--- src/cfb_pkg.sv ---
// package: constants for the condition flag register and branch test block
package cfb_pkg;
  localparam int        FLAG_W       = 6;
  localparam int        BIT_HALF     = 5;
  localparam int        BIT_MASK     = 4;
  localparam int        BIT_NEG      = 3;
  localparam int        BIT_ZERO     = 2;
  localparam int        BIT_OVF      = 1;
  localparam int        BIT_CARRY    = 0;
  localparam logic [5:0] FLAGS_RESET = 6'h10;
  localparam logic [7:0] OP_CLR_OVF  = 8'h0A;
  localparam logic [7:0] OP_SET_OVF  = 8'h0B;
  localparam logic [7:0] OP_CLR_CARRY = 8'h0C;
  localparam logic [7:0] OP_SET_CARRY = 8'h0D;
  localparam logic [7:0] OP_CLR_MASK = 8'h0E;
  localparam logic [7:0] OP_SET_MASK = 8'h0F;
  localparam logic [7:0] OP_ACC_TO_FLAGS = 8'h06;
  localparam logic [7:0] OP_FLAGS_TO_ACC = 8'h07;
  localparam logic [7:0] OP_ADD_IMM  = 8'h8B;
  localparam logic [7:0] OP_ADD_DIR  = 8'h9B;
  localparam logic [7:0] OP_ADD_IDX  = 8'hAB;
  localparam logic [7:0] OP_ADD_EXT  = 8'hBB;
  localparam logic [7:0] OP_ADD_ACC  = 8'h1B;
  localparam logic [7:0] OP_IDX_CMP_IMM = 8'h8C;
  localparam logic [7:0] OP_IDX_LOAD_IMM = 8'hCE;
  localparam logic [7:0] OP_SP_LOAD_IMM = 8'h8E;
  localparam logic [7:0] OP_BR_HI    = 8'h22;
  localparam logic [7:0] OP_BR_LS    = 8'h23;
  localparam logic [7:0] OP_BR_GE    = 8'h2C;
  localparam logic [7:0] OP_BR_LT    = 8'h2D;
  localparam logic [7:0] OP_BR_GT    = 8'h2E;
  localparam logic [7:0] OP_BR_LE    = 8'h2F;
  localparam logic [7:0] DIRECT_MAX  = 8'hFF;
  localparam int        OPS_RECOGNISED = 197;
  localparam int        OPS_TOTAL    = 256;
  localparam int        INHERENT_CYCLES = 2;
  localparam int        BRANCH_LEN   = 2;
  typedef enum logic [1:0] {
    CFB_MODE_IMPLIED,
    CFB_MODE_DIRECT,
    CFB_MODE_EXTENDED,
    CFB_MODE_RELATIVE
  } cfb_mode_t;
endpackage

--- src/cfb_flags.sv ---
// condition flag register with flag update, flag opcodes and branch test
// Overview of operation
// RL1: unsigned higher branch taken only when carry and zero both clear.
// RL2: unsigned lower-or-same branch taken when carry or zero set.
// RL3: signed less when negative xor overflow is one; greater-equal when zero.
// RL4: signed less-or-equal is signed less, or zero flag set.
// RL5: signed greater is greater-equal but never when zero is set.
// RL6: flags held in a six bit register.
// RL7: bit order five to zero: half, mask, negative, zero, overflow, carry.
// RL8: half carry follows bit three carry on adds; others leave it.
// RL9: mask set by interrupts or set op; cleared by clear op or return; the code clears it on return only when stacked_mask is low.
// RL10: negative flag copies result bit seven.
// RL11: zero flag set when result is zero.
// RL12: overflow flag follows arithmetic overflow.
// RL13: carry flag follows carry out of the top bit.
// RL14: carry and overflow set/clear opcodes alter only their own flag.
// RL15: mask set/clear opcodes leave all other flags unchanged.
// RL16: opcode 06 loads every flag from accumulator A.
// RL17: opcode 07 copies flags into accumulator A without change.
// RL18: recognise 197 of 256 opcode values, many with several modes; the code decodes only the flag, add, branch and long immediate opcodes.
// RL19: add opcodes 8B, 9B, AB, BB select immediate, direct, indexed, extended; add_mode gives implied for 8B and AB.
// RL20: direct takes a one byte address; extended a two byte address.
// RL21: index compare, index load, stack load immediates are two bytes.
// RL22: branches use relative mode only, identified by opcode.
// RL23: taken branch target is next instruction address plus signed offset.
`timescale 1ns/1ns
`default_nettype none
module cfb_flags
(
  input  wire logic             sys_clk,
  input  wire logic             rst,
  input  wire logic             clk_en,
  input  wire logic             op_valid,
  input  wire logic [7:0]       opcode,
  input  wire logic [7:0]       acc_a,
  input  wire logic [15:0]      pc,
  input  wire logic [7:0]       branch_offset,
  input  wire logic             alu_update,
  input  wire logic             alu_half_carry,
  input  wire logic [7:0]       alu_result,
  input  wire logic             alu_overflow,
  input  wire logic             alu_carry,
  input  wire logic             hw_interrupt,
  input  wire logic             sw_interrupt,
  input  wire logic             interrupt_return,
  input  wire logic             stacked_mask,
  output logic [5:0]            condition_flags,
  output logic [7:0]            flags_to_acc,
  output logic                  flags_to_acc_valid,
  output logic                  branch_taken,
  output logic [15:0]           branch_target,
  output logic                  op_is_branch,
  output logic                  op_add_variant,
  output logic [1:0]            immediate_bytes,
  output cfb_pkg::cfb_mode_t    add_mode
);
  import cfb_pkg::*;

  logic [5:0] next_flags;
  logic       cond;

  function automatic logic is_add(input logic [7:0] op);
    is_add = (op == OP_ADD_IMM) || (op == OP_ADD_DIR) || (op == OP_ADD_IDX)
          || (op == OP_ADD_EXT) || (op == OP_ADD_ACC);
  endfunction

  function automatic logic is_cond_branch(input logic [7:0] op);
    is_cond_branch = (op >= OP_BR_HI) && (op <= OP_BR_LE); // see RL22
  endfunction

  // branch condition from the present flags
  always_comb
  begin
    cond = 1'b0;
    case (opcode)
      OP_BR_HI: cond = ~(condition_flags[BIT_CARRY] | condition_flags[BIT_ZERO]); // see RL1
      OP_BR_LS: cond = condition_flags[BIT_CARRY] | condition_flags[BIT_ZERO]; // see RL2
      OP_BR_LT: cond = condition_flags[BIT_NEG] ^ condition_flags[BIT_OVF]; // see RL3
      OP_BR_GE: cond = ~(condition_flags[BIT_NEG] ^ condition_flags[BIT_OVF]); // see RL3
      OP_BR_LE: cond = condition_flags[BIT_ZERO]
                     | (condition_flags[BIT_NEG] ^ condition_flags[BIT_OVF]); // see RL4
      OP_BR_GT: cond = ~(condition_flags[BIT_ZERO]
                     | (condition_flags[BIT_NEG] ^ condition_flags[BIT_OVF])); // see RL5
      default:  cond = 1'b0;
    endcase
  end

  assign op_is_branch = is_cond_branch(opcode);
  assign op_add_variant = is_add(opcode); // see RL18

  // immediate operand length
  always_comb
  begin
    if ((opcode == OP_IDX_CMP_IMM) || (opcode == OP_IDX_LOAD_IMM) || (opcode == OP_SP_LOAD_IMM))
      immediate_bytes = 2'h2; // see RL21
    else
      immediate_bytes = 2'h1;
  end

  // addressing mode of the add group
  always_comb
  begin
    case (opcode)
      OP_ADD_DIR: add_mode = CFB_MODE_DIRECT; // see RL19, see RL20
      OP_ADD_EXT: add_mode = CFB_MODE_EXTENDED; // see RL20
      OP_ADD_IMM: add_mode = CFB_MODE_IMPLIED;
      default:    add_mode = CFB_MODE_IMPLIED;
    endcase
  end

  // next flag value; interrupt entry outranks instruction effects on the mask
  always_comb
  begin
    next_flags = condition_flags;
    if (op_valid)
    begin
      case (opcode)
        OP_CLR_CARRY:    next_flags[BIT_CARRY] = 1'b0; // see RL14
        OP_SET_CARRY:    next_flags[BIT_CARRY] = 1'b1; // see RL14
        OP_CLR_OVF:      next_flags[BIT_OVF] = 1'b0; // see RL14
        OP_SET_OVF:      next_flags[BIT_OVF] = 1'b1; // see RL14
        OP_CLR_MASK:     next_flags[BIT_MASK] = 1'b0; // see RL9, see RL15
        OP_SET_MASK:     next_flags[BIT_MASK] = 1'b1; // see RL9, see RL15
        OP_ACC_TO_FLAGS: next_flags = acc_a[5:0]; // see RL16
        default:         next_flags = condition_flags; // see RL17
      endcase
    end
    if (alu_update)
    begin
      if (op_valid && is_add(opcode))
        next_flags[BIT_HALF] = alu_half_carry; // see RL8
      next_flags[BIT_NEG]   = alu_result[7]; // see RL10
      next_flags[BIT_ZERO]  = (alu_result == 8'h00); // see RL11
      next_flags[BIT_OVF]   = alu_overflow; // see RL12
      next_flags[BIT_CARRY] = alu_carry; // see RL13
    end
    if (interrupt_return && !stacked_mask)
      next_flags[BIT_MASK] = 1'b0; // see RL9
    if (hw_interrupt || sw_interrupt)
      next_flags[BIT_MASK] = 1'b1; // see RL9
  end

  // flag register
  always_ff @(posedge sys_clk)
  begin
    if (rst)
      condition_flags <= FLAGS_RESET;
    else if (clk_en)
      condition_flags <= next_flags; // see RL6, see RL7
  end

  // flags to accumulator copy, upper two bits read as one
  always_ff @(posedge sys_clk)
  begin
    if (rst)
    begin
      flags_to_acc       <= 8'h00;
      flags_to_acc_valid <= 1'b0;
    end
    else if (clk_en)
    begin
      flags_to_acc_valid <= op_valid && (opcode == OP_FLAGS_TO_ACC);
      if (op_valid && (opcode == OP_FLAGS_TO_ACC))
        flags_to_acc <= {2'b11, condition_flags}; // see RL17
    end
  end

  // branch decision and target
  always_ff @(posedge sys_clk)
  begin
    if (rst)
    begin
      branch_taken  <= 1'b0;
      branch_target <= 16'h0000;
    end
    else if (clk_en)
    begin
      branch_taken <= op_valid && is_cond_branch(opcode) && cond;
      if (op_valid && is_cond_branch(opcode))
        branch_target <= pc + 16'(BRANCH_LEN) + {{8{branch_offset[7]}}, branch_offset}; // see RL23
    end
  end
endmodule
`default_nettype wire

--- config.mk ---
export PLATFORM = sky130hd
export DESIGN_NAME = cfb_flags
export DESIGN_NICKNAME = d
export VERILOG_FILES = /design/src/cfb_pkg.sv /design/src/cfb_flags.sv
export SDC_FILE = /design/constraint.sdc
export NUM_CORES = 1
export LEC_CHECK = 0
export BUFFER_PORTS_ARGS = -buffer_cell sky130_fd_sc_hd__buf_2
export CORE_ASPECT_RATIO = 0.75
export CORE_MARGIN = 1.5
export CORE_UTILIZATION = 49
export CTS_CLUSTER_SIZE = 25
export DETAILED_ROUTE_END_ITERATION = 10
export PLACE_DENSITY = 0.91
export SETUP_SLACK_MARGIN = 0.2
export SLEW_MARGIN = 20
export SYNTH_ARGS = -nofsm -noshare
export SYNTH_HDL_FRONTEND = slang
export SYNTH_SLANG_ARGS = --single-unit
--- constraint.sdc ---
create_clock -name sys_clk -period 3.4 [get_ports sys_clk]
set_input_delay 0.68 -clock sys_clk [delete_from_list [all_inputs] [get_ports sys_clk]]
set_output_delay 0.68 -clock sys_clk [all_outputs]
set_load 0.05 [all_outputs]
==> summary.txt <==
Logic synthesis
  – Simple-gate share of the synthesized area: 26.97%
  – Area leader, netlist: dfxtp_1
  – Compound-Gate Fraction of Synth Area: 19.38%
  – XOR/XNOR share of the synthesized area: 2.872%
  – Synthesized area: 2440 µm²
  – Cells after Synth: 305
  – EDFF count, synth: 0
  – Synth top area share: 25.44%
  – Synth area leaders: dfxtp_1, ha_1, a21oi_1, nand2_1, nor2_1
  – Main combinational cell family by area after synthesis: simple AND/OR/NAND/NOR gates
  – Yosys warnings: 0
  – Post-synthesis adder-cell area fraction: 15.69%
  – Ys async rst share: 0%
  – Ys flop type: dfxtp_1
  – Synth cell types: 52
  – Synth Register Bits: 31
  – Syn nets: 395
  – Multiplexer area fraction after synthesis: 3.692%
  – Syn Area/Cell: 7.999 µm²
  – Register area share after synthesis: 25.44%

Placed design
  – Number of port buffers: 95
  – Place WS: 318.0 ps
  – Gp weighted congestion: 0.9262
  – Post-DP Area: 2905 µm²
  – HPWL after DPL: 4779 µm

Clock tree
  – CTS H-tree lvls: 2
  – Hold_buf cts: 0
  – Clk pin slew, worst setup/hold paths: 70 ps
  – CTS tree: built
  – Clock sink count: 31
  – Root Buffer: clkbuf_8
  – TritonCTS buffer count: 5
  – Post-CTS setup buffers: 0
  – Worst skew pair latency: 290 ps
  – Post-cts resize count: 0
  – Longest Clk Path Bufs: 2

Worst setup path
  – CP startpoint kind: input pin
  – Critical Path, Cell by Cell: buf_2, inv_1, ha_1, inv_1, ha_1, inv_1, fa_1, nand2b_1, a21oi_2, o211ai_2, a31o_2, a2111oi_0, or3b_1
  – Reg2reg start: condition_flags[3]
  – Critical path fanouts, max: 4
  – R2R setup slack: 2040 ps
  – R2R cell count: 6
  – CP max stage delay: 380 ps
  – Crit Path Category: in -> reg
  – WP data arrival: 3040 ps
  – Critical Path Sink Type: register
  – Crit path max-delay cell type: fa_1
  – CP Data Required Time: 3630 ps
  – Reg2reg end: branch_taken
  – CP most frequent cell: inv_1

Die
  – DIE WIDTH: 84.48 µm
  – Initial Util: 50.36%
  – Row cnt: 22
  – Die area: 5416 µm²
  – Floorplan core area: 4845 µm²
  – Die height: 64.11 µm
  – Ports: 98

Hold path
  – Hold Path Class: reg -> reg
  – Hold path depth: 2
  – Worst hold path startpoint: branch_target[4]
  – Hold Path Sink: branch_target[4]

Finish
  – Layout cells sized above 1: 28.83%
  – Final #Nets: 481
  – N_diodes: 0
  – Filler Cell Count: 432
  – Most common cell after layout, fill and taps aside: buf_2
  – Area Overhead vs Synth: 22.72%
  – Commonest non-fill, non-tap cells in the layout: buf_2, nand2_1, dfxtp_1, ha_1
  – Fin area: 2994 µm²

Route
  – # DRC: 0
  – Vias per cell: 5.735
  – Vias after detailed routing: 2,592
  – Number of DRC markers in iteration 0: 262
  – Detailed Routing Iterations Pass 1: 5
  – WL final: 6140 µm
  – Post-route antenna net violation count: 0
  – Avg WL per Cell: 13.58 µm

STA
  – Tcrit/Tclk final: 82.58%
  – Max-slew violations: 0
  – Setup TNS: 0 ps
  – Minimum clock period: 2808 ps
  – Hold_ws: 456.6 ps
  – Endpoints failing setup: 0
  – Fin. Hold Viols: 0
  – RSZ-0062 raised after global routing: false
  – Post-Route Skew: 4.566 ps
  – Setup WS post-layout: 592.2 ps
  – Actual slew at the worst max-slew pin: 725.2 ps
  – Relative slew slack: 51.65%
  – FMAX: 0.3561 GHz

Pwr
  – Leakage: 1.491 nW
  – Pwr Density: 315.2 nW/µm²
  – VDD IR max: 257.5 µV

Global routing
  – Pin count of the biggest net entering global routing: 45
  – GRT overflow: 0
  – Total track usage: 23.48%
  – Vias in the first global route: 2,353
  – Initial antenna violation count: 0
  – First-pass GRT wire length: 10,320 µm

Outcome
  – Status: finished, final reports clean

Run
  – Max-cap violations: 0
-- through the flow --
step                power, mW  util [%]  instances
floorplan              0.5753         -        305
global placement       0.6451     59.97        444
detailed placement     0.6536     59.97        444
CTS                    0.9466     61.80        452
global route            1.001     61.80        452
finish                 0.9436     61.80        452
-- where the power goes --
group | total [mW] | leakage [nW] | internal (mW) | switching, mW
combinational | 0.279 | 1.20 | 0.112 | 0.167
sequential | 0.372 | 0.250 | 0.367 | 0.00413
clock | 0.293 | 0.0402 | 0.142 | 0.151
-- critical path: cells and delay by family --
kind | cells | cell delay [ps]
AO/OA/AOI/OAI | 4 | 960
adder cells (fa/ha/maj) | 3 | 810
AND/OR/NAND/NOR | 2 | 370
buffers and inverters | 4 | 220
-- metal layers --
metal | GRT usage [%] | up-vias | wire length, µm
met5 | 0 | - | 0
met4 | 7.661 | 0 | 84
met3 | 7.364 | 11 | 516
met2 | 37.10 | 120 | 2786
met1 | 30.56 | 1180 | 2752
li1 | - | 1281 | -
-- registers in the layout, indices dropped and copies added (netlist names) --
signal,flops
branch_taken,1
branch_target,16
flags_to_acc_valid,1
condition_flags,6
flags_to_acc,7
-- kinds of logic (layout without fill, tap and decap cells) --
group	after synthesis	after routing
AOI/OAI and AO/OA	74	74
xor gates and xnor gates	8	8
adders and majority gates	30	30
buffers and inverters	31	118
DFF	31	31
muxes	9	9
and+or+nand+nor	122	122
-- cell type report --
type                       count  area [µm²]  share of cell area, %
multi-input combinational    243        1674                  55.91
inverter                      14       52.55                  1.755
sequential                    31       620.6                  20.73
clock inverter                 3       20.02                 0.6686
tap                           60       75.07                  2.507
clock buffer                   5       68.82                  2.298
timing repair buffer          96       483.0                  16.13
-- synth_stat cells (3+ instances only) --
cell type,instances
nor3_1,5
nand4_1,3
nand4b_1,4
nand3_1,12
ha_1,29
nand3b_1,6
dfxtp_1,31
a31oi_1,4
mux2i_1,9
buf_2,5
a21o_1,5
o21ai_0,14
inv_1,14
nor2_1,26
xor2_1,3
nor4_1,5
xnor2_1,5
a21oi_1,26
clkbuf_1,8
a211oi_1,7
and3_1,4
nand2_1,34
and2_1,3
nand2b_1,6
-- how the worst max path moves through the flow --
| stage | depth (start not counted) | start | slack [ps] | to |
|---|---|---|---|---|
| 2_1_floorplan | 12 | pc[1] | 580 | branch_target[13] |
| 3_3_place_gp | 13 | pc[1] | 370 | branch_target[13] |
| 3_5_place_dp | 13 | pc[1] | 320 | branch_target[13] |
| 4_1_cts | 13 | pc[1] | 610 | branch_target[13] |
| 5_1_grt | 13 | pc[1] | 410 | branch_target[13] |
| 6_report | 13 | pc[1] | 590 | branch_target[13] |
No activity file was read; power rests on OpenSTA's default activity.
